--- config.mk ---
export PLATFORM = sky130hd
export DESIGN_NAME = lbseq_top
export DESIGN_NICKNAME = d
export VERILOG_FILES = /design/src/hdl/lbseq_pkg.sv /design/src/hdl/lbseq_sync.sv /design/src/hdl/lbseq_arb.sv /design/src/hdl/lbseq_top.sv
export SDC_FILE = /design/constraint.sdc
export NUM_CORES = 1
export LEC_CHECK = 0
export ABC_AREA = 1
export BUFFER_PORTS_ARGS = -buffer_cell sky130_fd_sc_hd__buf_2
export CAP_MARGIN = 20
export CELL_PAD_IN_SITES_DETAIL_PLACEMENT = 0
export CELL_PAD_IN_SITES_GLOBAL_PLACEMENT = 1
export CORE_ASPECT_RATIO = 0.5
export CORE_MARGIN = 4
export CORE_UTILIZATION = 30
export CTS_CLUSTER_DIAMETER = 30
export DETAILED_ROUTE_END_ITERATION = 10
export PLACE_DENSITY = 0.74
export SKIP_LAST_GASP = 1
export SYNTH_ARGS = -nofsm -noshare
export SYNTH_HDL_FRONTEND = slang
export SYNTH_SLANG_ARGS = --single-unit
--- constraint.sdc ---
create_clock -name CLOCK -period 5.6 [get_ports CLOCK]
set_clock_uncertainty 0.1 [all_clocks]
set_input_delay 0.28 -clock CLOCK [delete_from_list [all_inputs] [get_ports CLOCK]]
set_output_delay 0.28 -clock CLOCK [all_outputs]
set_load 0.01 [all_outputs]
--- src/hdl/lbseq_pkg.sv ---
package lbseq_pkg;

   // Register offsets and fields
   localparam logic [11:0] REG_CTRL = 12'h000;
   localparam logic [11:0] REG_STAT = 12'h004;
   localparam int CTRL_EM_BIT = 0;
   localparam int CTRL_TS_BIT = 1;
   localparam int CTRL_IE_BIT = 2;
   localparam logic [2:0] CTRL_RESET = 3'h0;
   localparam int STAT_QUEUE_LSB = 8;
   localparam int STAT_VEC_LSB = 16;

   // Special port and status addresses
   localparam logic [23:0] COP_PORT_CMD = 24'h0000f8;
   localparam logic [23:0] COP_PORT_DATA = 24'h0000fa;
   localparam logic [23:0] HALT_ADDR = 24'h000002;
   localparam logic [23:0] SHUT_ADDR = 24'h000000;
   localparam logic [23:0] PF_RESET_ADDR = 24'h000000;

   // Status codes, {s1_n, s0_n}
   localparam logic [1:0] CODE_IDLE = 2'h3;
   localparam logic [1:0] CODE_READ = 2'h2;
   localparam logic [1:0] CODE_WRITE = 2'h1;
   localparam logic [1:0] CODE_ACK = 2'h0;

   // Counts in processor clocks; queue size and minimum free space in bytes
   localparam logic [1:0] INTERRUPT_ACKNOWLEDGE_CYCLE_GAP = 2'h3;
   localparam logic [1:0] INTERRUPT_ACKNOWLEDGE_CYCLE_COOL = 2'h3;
   localparam logic [1:0] PF_BLOCK = 2'h2;
   localparam logic [2:0] QUEUE_SIZE = 3'h6;
   localparam logic [2:0] PF_MIN_FREE = 3'h2;

   // Requesters, highest priority first
   localparam int NSRC = 7;
   localparam int SRC_LOCK = 0;
   localparam int SRC_SPLIT = 1;
   localparam int SRC_COP2 = 2;
   localparam int SRC_HOLD = 3;
   localparam int SRC_COPROCESSOR_OPERAND_REQUEST = 4;
   localparam int SRC_EU = 5;
   localparam int SRC_PF = 6;

   typedef enum logic [4:0] {
      BS_IDLE = 5'h01, BS_TS = 5'h02, BS_TC = 5'h04, BS_TI = 5'h08, BS_TH = 5'h10
   } lbseq_bst_t;

   typedef enum logic [2:0] {
      K_MEM = 3'h0, K_IO = 3'h1, K_INTA1 = 3'h2, K_INTA2 = 3'h3, K_HALT = 3'h4, K_SHUT = 3'h5
   } lbseq_kind_t;

   typedef struct packed {
      lbseq_kind_t kind;
      logic [23:0] addr;
      logic write;
      logic word;
      logic lock;
      logic fetch;
   } lbseq_op_t;

   typedef struct packed {
      logic valid;
      logic [23:0] addr;
      logic write;
      logic word;
      logic lock;
   } lbseq_req_t;

   typedef struct packed {
      logic valid;
      logic mem;
      logic write;
      logic word;
      logic [23:0] addr;
   } lbseq_esc_t;

endpackage : lbseq_pkg

--- src/hdl/lbseq_sync.sv ---
`timescale 1ns/1ps
`default_nettype none

module lbseq_sync #(
   parameter int W = 13,
   parameter logic [W-1:0] RST_VAL = '0
) (
   input wire logic clk,
   input wire logic rst_n,
   input wire logic [W-1:0] d,
   output logic [W-1:0] q
);
   typedef struct packed {
      logic [W-1:0] s1;
      logic [W-1:0] s2;
   } lbseq_sync_t;

   lbseq_sync_t s_q, s_d;

   // Two-stage chain; only stage two is visible
   always_comb begin
      s_d = s_q;
      s_d.s1 = d;
      s_d.s2 = s_q.s1;
   end

   always_ff @(posedge clk) begin
      if (!rst_n) begin
         s_q <= {RST_VAL, RST_VAL};
      end else begin
         s_q <= s_d;
      end
   end

   assign q = s_q.s2;

endmodule : lbseq_sync
`default_nettype wire

--- src/hdl/lbseq_arb.sv ---
`timescale 1ns/1ps
`default_nettype none

module lbseq_arb (
   input wire logic [lbseq_pkg::NSRC-1:0] req,
   output logic [lbseq_pkg::NSRC-1:0] gnt
);
   // Lowest index wins
   function automatic logic [lbseq_pkg::NSRC-1:0] pick(input logic [lbseq_pkg::NSRC-1:0] r);
      logic [lbseq_pkg::NSRC-1:0] g;
      logic found;
      g = '0;
      found = 1'b0;
      for (int i = 0; i < lbseq_pkg::NSRC; i++) begin
         if (r[i] && !found) begin
            g[i] = 1'b1;
            found = 1'b1;
         end
      end
      return g;
   endfunction : pick

   assign gnt = pick(req);

endmodule : lbseq_arb
`default_nettype wire

--- src/hdl/lbseq_top.sv ---
// Our own choices: the register offsets and the APB register port.
`timescale 1ns/1ps
`default_nettype none

module lbseq_top (
   input wire logic CLOCK,
   input wire logic RST_N,
   input wire logic HOLD,
   input wire logic MASKABLE_INTERRUPT_REQUEST,
   input wire logic NMI,
   input wire logic COPROCESSOR_OPERAND_REQUEST,
   input wire logic READY_N,
   input wire logic [7:0] DATA_I,
   input wire lbseq_pkg::lbseq_req_t EU_REQ,
   output logic EU_ACK,
   input wire lbseq_pkg::lbseq_esc_t COPROCESSOR_ESCAPE_INSTRUCTION,
   input wire logic HALT_INSTR,
   input wire logic MULTI_EXC,
   input wire logic COP_OVERRUN,
   input wire logic EU_SOON,
   input wire logic [1:0] QUEUE_TAKE,
   output logic [23:0] ADDR_O,
   output logic ADDR_OE,
   output logic [1:0] STATUS_N_O,
   output logic STATUS_OE,
   output logic MIO_O,
   output logic COD_O,
   output logic MC_OE,
   output logic BHE_N_O,
   output logic LOCK_N_O,
   output logic BL_OE,
   output logic BUS_GRANT_ACK,
   output logic [7:0] INT_VECTOR,
   input wire logic PSEL,
   input wire logic PENABLE,
   input wire logic PWRITE,
   input wire logic [11:0] PADDR,
   input wire logic [31:0] PWDATA,
   output logic [31:0] PRDATA,
   output logic PREADY,
   output logic PSLVERR
);
   typedef struct packed {
      lbseq_pkg::lbseq_bst_t bst;
      lbseq_pkg::lbseq_op_t cur;
      logic first_tc;
      logic [1:0] gap;
      logic hold_after;
      logic interrupt_acknowledge_cycle_busy;
      logic [1:0] cool;
      logic halted;
      logic shutdown;
      logic per_inhibit;
      logic cop_armed;
      logic [23:0] cop_addr;
      logic cop_write;
      logic cop_word;
      logic cop_step;
      logic esc_pend;
      logic hlt_pend;
      logic shut_pend;
      logic split_pend;
      logic [23:0] split_addr;
      logic last_write;
      logic [2:0] queue;
      logic [23:0] pf_addr;
      logic [1:0] pf_block;
      logic [7:0] vector;
      logic [2:0] ctrl;
   } lbseq_state_t;

   lbseq_state_t s_q, s_d;
   logic [12:0] sync_q;
   logic hold_s, maskable_interrupt_request_s, nmi_s, coprocessor_operand_request_s, ready_n_s;
   logic [7:0] data_s;
   logic [lbseq_pkg::NSRC-1:0] req, gnt;
   logic eu_ok, interrupt_acknowledge_cycle_req, tc_done, ts, th, rel, eu_own, apb_wr;
   lbseq_pkg::lbseq_req_t iss;

   // Pin inputs through two flip-flops
   lbseq_sync #(.W(13), .RST_VAL(13'h0800)) u_sync (
      .clk(CLOCK),
      .rst_n(RST_N),
      .d({NMI, READY_N, HOLD, MASKABLE_INTERRUPT_REQUEST, COPROCESSOR_OPERAND_REQUEST, DATA_I}),
      .q(sync_q)
   );
   assign {nmi_s, ready_n_s, hold_s, maskable_interrupt_request_s, coprocessor_operand_request_s, data_s} = sync_q;

   // Request vector in priority order
   assign eu_ok = !s_q.halted && !s_q.shutdown && !s_q.hlt_pend && !s_q.shut_pend;
   assign interrupt_acknowledge_cycle_req = maskable_interrupt_request_s && s_q.ctrl[lbseq_pkg::CTRL_IE_BIT] && !s_q.interrupt_acknowledge_cycle_busy
                     && s_q.cool == 2'h0 && !s_q.shutdown;
   assign req[lbseq_pkg::SRC_LOCK] = interrupt_acknowledge_cycle_req || (EU_REQ.valid && EU_REQ.lock && eu_ok);
   assign req[lbseq_pkg::SRC_SPLIT] = s_q.split_pend;
   assign req[lbseq_pkg::SRC_COP2] = s_q.cop_step;
   assign req[lbseq_pkg::SRC_HOLD] = hold_s;
   assign req[lbseq_pkg::SRC_COPROCESSOR_OPERAND_REQUEST] = coprocessor_operand_request_s && s_q.cop_armed && !s_q.per_inhibit;
   assign req[lbseq_pkg::SRC_EU] = s_q.esc_pend || s_q.hlt_pend || s_q.shut_pend
                                   || (EU_REQ.valid && eu_ok);
   assign req[lbseq_pkg::SRC_PF] = (lbseq_pkg::QUEUE_SIZE - s_q.queue) >= lbseq_pkg::PF_MIN_FREE
                                   && s_q.pf_block == 2'h0 && !EU_REQ.valid && eu_ok;

   lbseq_arb u_arb (
      .req(req),
      .gnt(gnt)
   );

   // Phase decode of the bus engine
   assign ts = s_q.bst == lbseq_pkg::BS_TS;
   assign th = s_q.bst == lbseq_pkg::BS_TH;
   assign rel = s_q.bst == lbseq_pkg::BS_TI && s_q.hold_after;
   assign tc_done = s_q.bst == lbseq_pkg::BS_TC && (s_q.cur.kind == lbseq_pkg::K_HALT
                    || s_q.cur.kind == lbseq_pkg::K_SHUT || !ready_n_s);
   assign eu_own = !s_q.esc_pend && !s_q.hlt_pend && !s_q.shut_pend;
   assign EU_ACK = s_q.bst == lbseq_pkg::BS_IDLE && EU_REQ.valid
                   && ((gnt[lbseq_pkg::SRC_LOCK] && !interrupt_acknowledge_cycle_req) || (gnt[lbseq_pkg::SRC_EU] && eu_own));
   assign apb_wr = PSEL && PENABLE && PWRITE && PADDR == lbseq_pkg::REG_CTRL;

   // Next state of the sequencer
   always_comb begin
      s_d = s_q;
      iss = '0;
      if (s_q.pf_block != 2'h0) begin
         s_d.pf_block = s_q.pf_block - 2'h1;
      end
      if (EU_SOON) begin
         s_d.pf_block = lbseq_pkg::PF_BLOCK;
      end
      if (s_q.cool != 2'h0) begin
         s_d.cool = s_q.cool - 2'h1;
      end
      if (apb_wr) begin
         s_d.ctrl = PWDATA[2:0];
      end
      if (COPROCESSOR_ESCAPE_INSTRUCTION.valid && !s_q.ctrl[lbseq_pkg::CTRL_EM_BIT] && !s_q.ctrl[lbseq_pkg::CTRL_TS_BIT]) begin
         s_d.esc_pend = 1'b1;
         s_d.cop_armed = COPROCESSOR_ESCAPE_INSTRUCTION.mem;
         s_d.cop_addr = COPROCESSOR_ESCAPE_INSTRUCTION.addr;
         s_d.cop_write = COPROCESSOR_ESCAPE_INSTRUCTION.write;
         s_d.cop_word = COPROCESSOR_ESCAPE_INSTRUCTION.word;
      end
      if (HALT_INSTR) begin
         s_d.hlt_pend = 1'b1;
      end
      if (MULTI_EXC) begin
         s_d.shut_pend = 1'b1;
      end
      // Leaving halt or shutdown
      if (nmi_s) begin
         s_d.halted = 1'b0;
         s_d.shutdown = 1'b0;
      end
      if (s_q.halted && !s_q.shutdown && (COP_OVERRUN || interrupt_acknowledge_cycle_req)) begin
         s_d.halted = 1'b0;
      end
      if (s_q.shutdown && COP_OVERRUN) begin
         s_d.per_inhibit = 1'b1;
      end
      case (s_q.bst)
         lbseq_pkg::BS_IDLE: begin
            // Grant only between operations
            if (gnt[lbseq_pkg::SRC_LOCK] && interrupt_acknowledge_cycle_req) begin
               s_d.cur = '{lbseq_pkg::K_INTA1, 24'h0, 1'b0, 1'b1, 1'b1, 1'b0};
               s_d.interrupt_acknowledge_cycle_busy = 1'b1;
               s_d.bst = lbseq_pkg::BS_TS;
            end else if (gnt[lbseq_pkg::SRC_LOCK]) begin
               iss = EU_REQ;
            end else if (gnt[lbseq_pkg::SRC_SPLIT]) begin
               s_d.cur.addr = s_q.split_addr;
               s_d.cur.word = 1'b0;
               s_d.split_pend = 1'b0;
               s_d.bst = lbseq_pkg::BS_TS;
            end else if (gnt[lbseq_pkg::SRC_COP2]) begin
               iss = '{1'b1, s_q.cop_addr, s_q.cop_write, s_q.cop_word, 1'b0};
               s_d.cop_step = 1'b0;
               s_d.cop_addr = s_q.cop_addr + (s_q.cop_word ? 24'h2 : 24'h1);
            end else if (gnt[lbseq_pkg::SRC_HOLD]) begin
               s_d.bst = s_q.last_write ? lbseq_pkg::BS_TI : lbseq_pkg::BS_TH;
               s_d.hold_after = s_q.last_write;
            end else if (gnt[lbseq_pkg::SRC_COPROCESSOR_OPERAND_REQUEST]) begin
               s_d.cur = '{lbseq_pkg::K_IO, lbseq_pkg::COP_PORT_DATA, !s_q.cop_write, 1'b1, 1'b0, 1'b0};
               s_d.cop_step = 1'b1;
               s_d.bst = lbseq_pkg::BS_TS;
            end else if (gnt[lbseq_pkg::SRC_EU] && s_q.esc_pend) begin
               s_d.cur = '{lbseq_pkg::K_IO, lbseq_pkg::COP_PORT_CMD, 1'b1, 1'b1, 1'b0, 1'b0};
               s_d.esc_pend = 1'b0;
               s_d.bst = lbseq_pkg::BS_TS;
            end else if (gnt[lbseq_pkg::SRC_EU] && s_q.hlt_pend) begin
               s_d.cur = '{lbseq_pkg::K_HALT, lbseq_pkg::HALT_ADDR, 1'b0, 1'b1, 1'b0, 1'b0};
               s_d.bst = lbseq_pkg::BS_TS;
            end else if (gnt[lbseq_pkg::SRC_EU] && s_q.shut_pend) begin
               s_d.cur = '{lbseq_pkg::K_SHUT, lbseq_pkg::SHUT_ADDR, 1'b0, 1'b1, 1'b0, 1'b0};
               s_d.bst = lbseq_pkg::BS_TS;
            end else if (gnt[lbseq_pkg::SRC_EU]) begin
               iss = EU_REQ;
            end else if (gnt[lbseq_pkg::SRC_PF]) begin
               iss = '{1'b1, s_q.pf_addr, 1'b0, 1'b1, 1'b0};
            end
            // Memory operation, odd word split in two bytes
            if (iss.valid) begin
               s_d.cur = '{lbseq_pkg::K_MEM, iss.addr, iss.write, iss.word && !iss.addr[0], iss.lock,
                           gnt[lbseq_pkg::SRC_PF]};
               s_d.split_pend = iss.word && iss.addr[0];
               s_d.split_addr = iss.addr + 24'h1;
               s_d.bst = lbseq_pkg::BS_TS;
            end
         end
         lbseq_pkg::BS_TS: begin
            s_d.bst = lbseq_pkg::BS_TC;
            s_d.first_tc = 1'b1;
         end
         lbseq_pkg::BS_TC: begin
            s_d.first_tc = 1'b0;
            if (tc_done) begin
               s_d.last_write = s_q.cur.write;
               s_d.bst = lbseq_pkg::BS_IDLE;
               if (s_q.cur.kind == lbseq_pkg::K_INTA1) begin
                  s_d.bst = lbseq_pkg::BS_TI;
                  s_d.gap = lbseq_pkg::INTERRUPT_ACKNOWLEDGE_CYCLE_GAP;
               end else if (gnt[lbseq_pkg::SRC_HOLD]) begin
                  s_d.bst = s_q.cur.write ? lbseq_pkg::BS_TI : lbseq_pkg::BS_TH;
                  s_d.hold_after = s_q.cur.write;
               end
               if (s_q.cur.kind == lbseq_pkg::K_INTA2) begin
                  s_d.vector = data_s;
                  s_d.interrupt_acknowledge_cycle_busy = 1'b0;
                  s_d.cool = lbseq_pkg::INTERRUPT_ACKNOWLEDGE_CYCLE_COOL;
               end
               // A new halt or shutdown in the same cycle stays pending
               if (s_q.cur.kind == lbseq_pkg::K_HALT) begin
                  s_d.halted = 1'b1;
                  s_d.hlt_pend = HALT_INSTR;
               end
               if (s_q.cur.kind == lbseq_pkg::K_SHUT) begin
                  s_d.halted = 1'b1;
                  s_d.shutdown = 1'b1;
                  s_d.shut_pend = MULTI_EXC;
               end
               if (s_q.cur.fetch) begin
                  s_d.queue = s_q.queue + 3'h2;
                  s_d.pf_addr = s_q.pf_addr + 24'h2;
               end
            end
         end
         lbseq_pkg::BS_TI: begin
            if (s_q.hold_after) begin
               s_d.hold_after = 1'b0;
               s_d.bst = lbseq_pkg::BS_TH;
            end else if (s_q.gap == 2'h1) begin
               s_d.cur.kind = lbseq_pkg::K_INTA2;
               s_d.bst = lbseq_pkg::BS_TS;
            end else begin
               s_d.gap = s_q.gap - 2'h1;
            end
         end
         lbseq_pkg::BS_TH: begin
            if (!hold_s) begin
               s_d.bst = lbseq_pkg::BS_IDLE;
            end
         end
         default: begin
            s_d.bst = lbseq_pkg::BS_IDLE;
         end
      endcase
      // Queue drained by the decoder
      if ({1'b0, QUEUE_TAKE} > s_d.queue) begin
         s_d.queue = 3'h0;
      end else begin
         s_d.queue = s_d.queue - {1'b0, QUEUE_TAKE};
      end
      if (nmi_s) begin
         s_d.halted = 1'b0;
         s_d.shutdown = 1'b0;
      end
   end

   always_ff @(posedge CLOCK) begin
      if (!RST_N) begin
         s_q <= '{bst: lbseq_pkg::BS_IDLE, cur: '{lbseq_pkg::K_MEM, 24'h0, 1'b0, 1'b0, 1'b0, 1'b0},
                  pf_addr: lbseq_pkg::PF_RESET_ADDR, ctrl: lbseq_pkg::CTRL_RESET, default: '0};
      end else begin
         s_q <= s_d;
      end
   end

   // Pin drive and float control
   always_comb begin
      ADDR_O = s_q.cur.addr;
      ADDR_OE = !(th || rel) && !(s_q.cur.kind == lbseq_pkg::K_INTA1 && s_q.bst != lbseq_pkg::BS_IDLE)
                && !(s_q.cur.kind == lbseq_pkg::K_INTA2 && (ts || s_q.first_tc));
      MC_OE = !(th || rel);
      BL_OE = !th;
      STATUS_OE = !th;
      STATUS_N_O = lbseq_pkg::CODE_IDLE;
      if (ts) begin
         case (s_q.cur.kind)
            lbseq_pkg::K_MEM, lbseq_pkg::K_IO: begin
               STATUS_N_O = s_q.cur.write ? lbseq_pkg::CODE_WRITE : lbseq_pkg::CODE_READ;
            end
            default: begin
               STATUS_N_O = lbseq_pkg::CODE_ACK;
            end
         endcase
      end
      MIO_O = s_q.cur.kind == lbseq_pkg::K_MEM || s_q.cur.kind == lbseq_pkg::K_HALT
              || s_q.cur.kind == lbseq_pkg::K_SHUT;
      COD_O = s_q.cur.fetch;
      BHE_N_O = !(s_q.cur.word || s_q.cur.addr[0]);
      LOCK_N_O = !(s_q.cur.lock && (ts || s_q.first_tc));
      BUS_GRANT_ACK = th;
      INT_VECTOR = s_q.vector;
   end

   // APB read side, zero wait states
   assign PREADY = 1'b1;
   assign PSLVERR = PSEL && PENABLE && PADDR != lbseq_pkg::REG_CTRL && PADDR != lbseq_pkg::REG_STAT;
   always_comb begin
      PRDATA = 32'h0;
      if (PADDR == lbseq_pkg::REG_CTRL) begin
         PRDATA[2:0] = s_q.ctrl;
      end else if (PADDR == lbseq_pkg::REG_STAT) begin
         PRDATA[4:0] = {s_q.cop_armed, th, s_q.per_inhibit, s_q.shutdown, s_q.halted};
         PRDATA[lbseq_pkg::STAT_QUEUE_LSB +: 3] = s_q.queue;
         PRDATA[lbseq_pkg::STAT_VEC_LSB +: 8] = s_q.vector;
      end
   end

   // Checks on the sequencer
   interrupt_acknowledge_cycle_gap_a: assert property (
      @(posedge CLOCK) disable iff (!RST_N)
      (tc_done && s_q.cur.kind == lbseq_pkg::K_INTA1) |=>
      (s_q.bst == lbseq_pkg::BS_TI)[*3] ##1 (ts && s_q.cur.kind == lbseq_pkg::K_INTA2))
      else $error("acknowledge gap is not three idle clocks");
   hold_block_a: assert property (
      @(posedge CLOCK) disable iff (!RST_N) s_q.interrupt_acknowledge_cycle_busy |-> !BUS_GRANT_ACK)
      else $error("hold granted inside acknowledge sequence");
   halt_code_a: assert property (
      @(posedge CLOCK) disable iff (!RST_N) (ts && s_q.cur.kind == lbseq_pkg::K_HALT) |->
      (STATUS_N_O == 2'h0 && !COD_O && MIO_O && ADDR_O[1]))
      else $error("halt cycle badly encoded");
   shut_code_a: assert property (
      @(posedge CLOCK) disable iff (!RST_N) (ts && s_q.cur.kind == lbseq_pkg::K_SHUT) |->
      (STATUS_N_O == 2'h0 && MIO_O && !ADDR_O[1]))
      else $error("shutdown cycle badly encoded");
   halt_noready_a: assert property (
      @(posedge CLOCK) disable iff (!RST_N)
      (ts && (s_q.cur.kind == lbseq_pkg::K_HALT || s_q.cur.kind == lbseq_pkg::K_SHUT)) |=>
      (s_q.bst == lbseq_pkg::BS_TC) ##1 (s_q.bst != lbseq_pkg::BS_TC))
      else $error("halt cycle waited for ready");
   write_hold_a: assert property (
      @(posedge CLOCK) disable iff (!RST_N)
      (tc_done && s_q.cur.write && gnt[lbseq_pkg::SRC_HOLD] && s_q.cur.kind != lbseq_pkg::K_INTA1) |=>
      (s_q.bst == lbseq_pkg::BS_TI && !BUS_GRANT_ACK) ##1 BUS_GRANT_ACK)
      else $error("write to hold grant is not one idle");
   lock_interrupt_acknowledge_cycle_a: assert property (
      @(posedge CLOCK) disable iff (!RST_N)
      (ts && (s_q.cur.kind == lbseq_pkg::K_INTA1 || s_q.cur.kind == lbseq_pkg::K_INTA2)) |->
      !LOCK_N_O ##1 !LOCK_N_O ##1 LOCK_N_O)
      else $error("atomic flag wrong in acknowledge cycle");
   addr_float_a: assert property (
      @(posedge CLOCK) disable iff (!RST_N) (ts && s_q.cur.kind == lbseq_pkg::K_INTA2) |->
      !ADDR_OE ##1 !ADDR_OE ##1 ADDR_OE)
      else $error("address float wrong in second acknowledge");
   status_hold_a: assert property (
      @(posedge CLOCK) disable iff (!RST_N) BUS_GRANT_ACK |-> (!STATUS_OE && STATUS_N_O == 2'h3 && !ADDR_OE))
      else $error("status not floated high while granted");
   cop_port_a: assert property (
      @(posedge CLOCK) disable iff (!RST_N)
      (s_q.bst == lbseq_pkg::BS_IDLE && gnt[lbseq_pkg::SRC_COPROCESSOR_OPERAND_REQUEST]) |=>
      (ts && s_q.cur.kind == lbseq_pkg::K_IO && ADDR_O == 24'h0000fa))
      else $error("operand transfer missed the data port");

endmodule : lbseq_top
`default_nettype wire

[Yosys cells after proc, flatten, opt, wreduce, memory -nomap -nowiden]
Cells that the tools add are included.
Cells by class
  $add $sub $neg: 9
  $lt $le $gt $ge: 2
  equality and inequality tests: 46
  multiplexer cells: 117
  bitwise gates (word level): 4
  reduce and logical (&&, ||, !) cells: 123
Operators with widths (count)
  $mux W28: 12
  $mux W36: 8
  $mux W24: 6
  $mux W27: 3
  $logic_and A1 B1 Y1: 50
  $mux W5: 10
  $mux W1: 41
  $mux W2: 17
  $mux W8: 4
  $mux W31: 1
  $logic_not A1 Y1: 26
  $mux W26: 1
  $mux W25: 1
  $pmux W5 S5: 1
  $add A24 B1 Y24 const B: 1
  $add A24 B2 Y24: 1
  $add A24 B2 Y24 const B: 1
  $ne A2 B2 Y1 const B: 12
  $ne A4 B2 Y1 const B: 6
  $mux W3: 6
  $reduce_and A6 Y1: 3
  $reduce_bool A2 Y1: 9
  $logic_or A1 B1 Y1: 13
  $eq A12 B3 Y1 const B: 1
  43 further kinds: 67
Storage, ports and cells
  register bits: 169
  output and inout port bits: 78
  logic and storage cells: 335

[Depth between registers and ports, before layout]
  depth after elaboration: 41
  mapped depth: 22
  gate-level depth less buffers: 21

[By module]
From an unflattened synthesis, not the netlist that was laid out.
Second synthesis, totals
  cell total of the unflattened synthesis: 1646
  area total of the unflattened synthesis: 10518.8 um2
By module, submodules not included
  lbseq_top: instances 1, cells an instance 1549, area each 9674.3 um2
  lbseq_sync: instances 1, cells an instance 81, area each 762.0 um2
  lbseq_arb: instances 1, cells an instance 16, area each 82.6 um2

[Least setup slack after synthesis]
OpenSTA, ideal clock, no wires.
  path kind: reg2reg
  start point: register s_q[70] in the netlist's numbering
  end point: register s_q[92] in the netlist's numbering
  arrival: 2534 ps
  path slack: 2847 ps
  stages on the path, launching flop included: 13
  clock period less this slack: 2753 ps
  cell sequence: dfxtp_1 inv_1 ha_1 inv_1 fa_1 nor3_1 nand4_1 nor3_1 nand2_1 nor4_1 a31oi_1 o31ai_1 inv_1
Between the ends
  cells in the longest elaborated chain, start to end: 7
RTL lines
  from (decl): line lbseq_top.sv:72  | lbseq_state_t s_q, s_d;
  from (signal assigned): line lbseq_top.sv:279  | s_q <= '{bst: lbseq_pkg::BS_IDLE, cur: '{lbseq_pkg::K_MEM, 24'h0, 1'b0, 1'b0, 1'b0, 1'b0},
  $mux W2: line lbseq_top.sv:176  | s_d.cop_addr = s_q.cop_addr + (s_q.cop_word ? 24'h2 : 24'h1);
  $add A24 B2 Y24: line lbseq_top.sv:176
  $mux W24: line lbseq_top.sv:173  | end else if (gnt[lbseq_pkg::SRC_COP2]) begin
  $mux W24: line lbseq_top.sv:168  | end else if (gnt[lbseq_pkg::SRC_SPLIT]) begin
  $mux W24: line lbseq_top.sv:166  | end else if (gnt[lbseq_pkg::SRC_LOCK]) begin
  $mux W24: line lbseq_top.sv:162  | if (gnt[lbseq_pkg::SRC_LOCK] && interrupt_acknowledge_cycle_req) begin
  $mux W24: line lbseq_top.sv:159  | case (s_q.bst)
Every way passes these cells.
A chain may end at the register's enable or synchronous reset.

[Worst setup path after layout]
  start point: register s_q[98] in the netlist's numbering
  end point: register s_q, in the netlist ADDR_O[10]
Between the ends
  cells in the longest elaborated chain, start to end: 39
  elaborated cells between the ends (all ways): 64
RTL lines
  $logic_not A1 Y1 (*): line lbseq_top.sv:90, lbseq_top.sv:92
  $logic_and A1 B1 Y1 (3 in a row): line lbseq_top.sv:90  | assign eu_ok = !s_q.halted && !s_q.shutdown && !s_q.hlt_pend && !s_q.shut_pend;
  $logic_and A1 B1 Y1: line lbseq_top.sv:93  | assign req[lbseq_pkg::SRC_LOCK] = interrupt_acknowledge_cycle_req || (EU_REQ.valid && EU_REQ.lock && eu_ok);
  $logic_or A1 B1 Y1: line lbseq_top.sv:93
  $mux W1: line lbseq_arb.sv:15  | if (r[i] && !found) begin
  $logic_not A1 Y1: line lbseq_arb.sv:15
  $logic_and A1 B1 Y1: line lbseq_arb.sv:15
  $mux W1: line lbseq_arb.sv:15
  [21 not listed]
  $mux W28: line lbseq_top.sv:177  | end else if (gnt[lbseq_pkg::SRC_HOLD]) begin
  $mux W28: line lbseq_top.sv:173
  $mux W28: line lbseq_top.sv:168
  $mux W28: line lbseq_top.sv:166
  $mux W28: line lbseq_top.sv:162
  $mux W28: line lbseq_top.sv:159
  $ne A4 B2 Y1 (no line), or another cell as far along
  $reduce_and A5 Y1 (no line)
Mark *: on every way between the ends. The rest lies on a longest branch, timed or not. The select of a mux whose other input is x is not followed.

==> summary.txt <==
======================================================================================
Outcome .................................................................    completed
Power density normalized to cell area ...................................  315 nW/um^2
FF-to-FF Start .......................................................... s_q[98]$_SDFF_PP0_
Core Box Area ...........................................................  32300 sq um
Setup slack of the most critical reg-to-reg path ........................      2.15 ns
Most common flop cell mapped by yosys ...................................      dfxtp_1
Number of standard-cell rows in the floorplan ...........................           46
Clock tree from TritonCTS ...............................................        built
Number of enable-type register cells in the synthesized netlist .........            0
DRT antenna net count ...................................................            0
Clock buffers created by TritonCTS ......................................           17
Antenna violations before repair ........................................            0
Initial core utilization ................................................        31.0%
Max-cap check violation count ...........................................            0
Cells on worst reg2reg path .............................................           11
Worst setup path class ..................................................   reg -> reg
Layout cell share with drive strength beyond 1 ..........................        16.5%
Post-Syn Area per Cell ..................................................   6.71 sq um
Number of warnings issued by yosys ......................................            0
CTS H-Tree Depth ........................................................            4
Clock-pin slew of the registers on the worst-case setup and hold paths ..      0.07 ns
Count of final setup violators ..........................................            0
Final Non-Filler Cells ..................................................         2052
I/O pins ................................................................          202
Hold Slack ..............................................................    0.0294 ns
Final WL ................................................................ 31000 microns
Die Width ...............................................................  266 microns
Worst endpoint data arrival time ........................................      3.71 ns
DR WL/cell .............................................................. 15.1 microns
Die Y-Extent ............................................................  137 microns
Type of the worst min-delay path ........................................    in -> reg
Worst-Margin Slew .......................................................     0.960 ns
Smallest setup slack after layout .......................................      2.15 ns
Area contributors post-synth ............................................ dfxtp_1 34%, nand2_1 11%, inv_1 7.3%
Total placed cells including tap cells ..................................         1993
Reg-to-reg critical path endpoint ....................................... ADDR_O[10]$_SDFFE_PN0P_
Antenna cells ...........................................................            0
Vias in the first global route ..........................................         8954
Number of buffers added for setup after CTS .............................            0
Via total after detailed routing ........................................         9707
Sequential cell area fraction in the yosys report .......................        33.6%
Min Tclk post-route .....................................................      3.45 ns
Slew margin rel. ........................................................        35.5%
First-pass GRT wire length .............................................. 48600 microns
End of the critical path ................................................ ADDR_O[10]$_SDFFE_PN0P_
Required time of the critical path ......................................      5.87 ns
Cell type with the highest aggregate area in the netlist ................      dfxtp_1
Sequence of cells on the critical path .................................. nor2_4, nand3_4, nand2_1, nor2_1, buf_4, inv_1, nand3_1, nand2_1, inv_2, o21ai_0, a31oi_1
Combined flip-flop and latch cell area ..................................   3360 sq um
Weighted congestion reported at the end of routability-driven placement .        0.850
Critical path endpoint category .........................................         flop
Total count of max-transition violations in the final report ............            0
Sum of buffers and inverters on the critical path .......................            3
Port bufs ...............................................................          155
Post-route DRC violation count ..........................................            0
Synthesized instance count ..............................................         1492
Worst Setup Start Kind ..................................................         flop
Final Hold Vio Count ....................................................            0
Total power of the final layout .........................................      3.67 mW
Ys async rst share ......................................................           0%
Total global-route track usage ..........................................        16.9%
Worst supply voltage drop on vdd ........................................   0.000218 V
F_max ...................................................................      290 MHz
Highest fanout seen on the critical path ................................           49
Library cell contributing the largest single delay on the critical path .      nand2_1
Crit-path most repeated cell ............................................      nand2_1
Clk root buf ............................................................    clkbuf_16
Area enclosed by the die boundary .......................................  36500 sq um
Flip-flop and latch count after synthesis ...............................          168
Peak per-stage delay on the critical path ...............................      0.49 ns
Length of the first detailed-routing pass in iterations .................            5
Multi-input logic area ..................................................   5270 sq um
DP Wirelength ........................................................... 23300 microns
Clock Tree Buf Depth ....................................................            2
Maximum number of pins on one net before global-route repair ............           58
Setup slack after placement .............................................      2.02 ns
Remaining Overflow, GRT .................................................            0
Unique cell type count in the Yosys netlist .............................           57
Fill cell count .........................................................         3507
Sinks on the clock net ..................................................          168
Routed vias/inst ........................................................         4.73
Clk Latency, worst-skew pair ............................................      0.45 ns
Cell area after technology mapping ......................................  10000 sq um
RSZ-0062 raised after global routing ....................................           no
Final clock period utilization by the worst path ........................        61.5%
Number of nets in the layout ............................................         1742
Synth-to-Final Area Change ..............................................        16.4%
Worst setup path startpoint ............................................. s_q[98]$_SDFF_PP0_
Leak ....................................................................      5.15 nW
Commonest cells in the netlist .......................................... 303 x nand2_1, 196 x inv_1, 168 x dfxtp_1, 161 x nor2_1, 123 x a21oi_1
Sum of negative setup slack .............................................         0 ns
CP Depth ................................................................           11
Family with the most delay on the worst path ............................ simple AND/OR/NAND/NOR gates
Initial detailed-routing violation count ................................          574
Fraction of synthesized cell area taken by the top area cell type .......        33.6%
Most repeated cell in the gate-level netlist after synthesis ............      nand2_1
======================================================================================
worst register-to-register path, delay by kind of cell, from the launching register on:
kind                   cells  cell delay (ns)
DFF                        1             0.44
buffers and inverters      3             1.06
AOI/OAI and AO/OA          2             0.37
and+or+nand+nor            6             1.41
cells in the final DEF (no fill, tap or decap), types with 6 or more instances in the layout:
master         instances
a211oi_1              10
a21oi_1              123
a22oi_1                6
a31oi_1               19
buf_2                155
buf_4                  8
clkbuf_16             17
conb_1                17
dfxtp_1              168
dlygate4sd3_1         26
ha_1                   9
inv_1                195
inv_2                 10
nand2_1              303
nand2_2                9
nand3_1               66
nand4_1               35
nor2_1               160
nor2_2                 9
nor2_4                13
nor3_1                26
nor4_1                10
o21ai_0              109
o22ai_1               10
or2_2                  6
xnor2_1                7
xor2_1                16
kinds of logic after synthesis:
kind of cell	count (synthesis)	share of synthesized area [%]
AOI/OAI and AO/OA	303	17.1
xor gates and xnor gates	23	2.01
adders and majority gates	11	1.52
buffers and inverters	319	14.4
DFF	168	33.6
other	2	0.0750
and+or+nand+nor	666	31.3
registers in the layout, indices dropped and copies added, names as in the netlist:
signal	cells
s_q	107
u_sync.q	13
INT_VECTOR	8
ADDR_O	24
COD_O	1
u_sync.s_d	13
req	2
through the flow:
step	area, sq um	util [%]
finish	11700	36.1
global route	11700	36.1
CTS	11600	36.0
detailed placement	10800	33.4
global placement	10800	33.4
floorplan	10100	-
power by group:
group	leakage [nW]	total, mW	switching [mW]	internal, mW
sequential	1.38	1.49	0.117	1.38
clock	0.279	1.16	0.562	0.600
combinational	3.49	1.01	0.665	0.348
total	5.15	3.67	1.34	2.32
metal layers:
layer | track usage [%] | part of all wire (%) | wire length, microns
met5 | 0 | 0 | 0
met4 | 4.01 | 1.9 | 576
met3 | 4.23 | 4.1 | 1270
met2 | 27.8 | 46 | 14400
met1 | 22.4 | 48 | 14700
area by class of cell:
| type | instances | area share (%) |
|---|---|---|
| multi-input cells | 1020 | 45.2 |
| flip-flops and latches | 168 | 28.9 |
| repair buffers | 190 | 9.64 |
| inverters | 210 | 6.77 |
| well taps | 432 | 4.64 |
| clock buffers | 18 | 3.77 |
| clock inverters | 14 | 1.16 |
how the worst min path moves through the flow:
stage                                  startpoint                       to  slack, ns  cells after the start
2_1_floorplan                             EU_SOON     s_q[11]$_SDFFE_PP0P_       0.26                      1
3_3_place_gp            u_sync.s_d[12]$_SDFF_PN0_  u_sync.q[12]$_SDFF_PN0_       0.29                      2
3_5_place_dp             u_sync.s_d[5]$_SDFF_PN0_   u_sync.q[5]$_SDFF_PN0_       0.30                      2
4_1_cts        COPROCESSOR_ESCAPE_INSTRUCTION[24]     s_q[70]$_SDFFE_PN0P_      0.002                      3
5_1_grt                                 PWDATA[0]      s_q[0]$_SDFFE_PN0P_      0.001                      3
6_report                                PWDATA[0]      s_q[0]$_SDFFE_PN0P_       0.03                      3
timing repair:
item                                   in CTS  in global routing
gates resized for setup                     0                  0
hold buffers                               26                  0
endpoints found under the hold margin      27                  0
No activity file was read; power rests on OpenSTA's default activity.
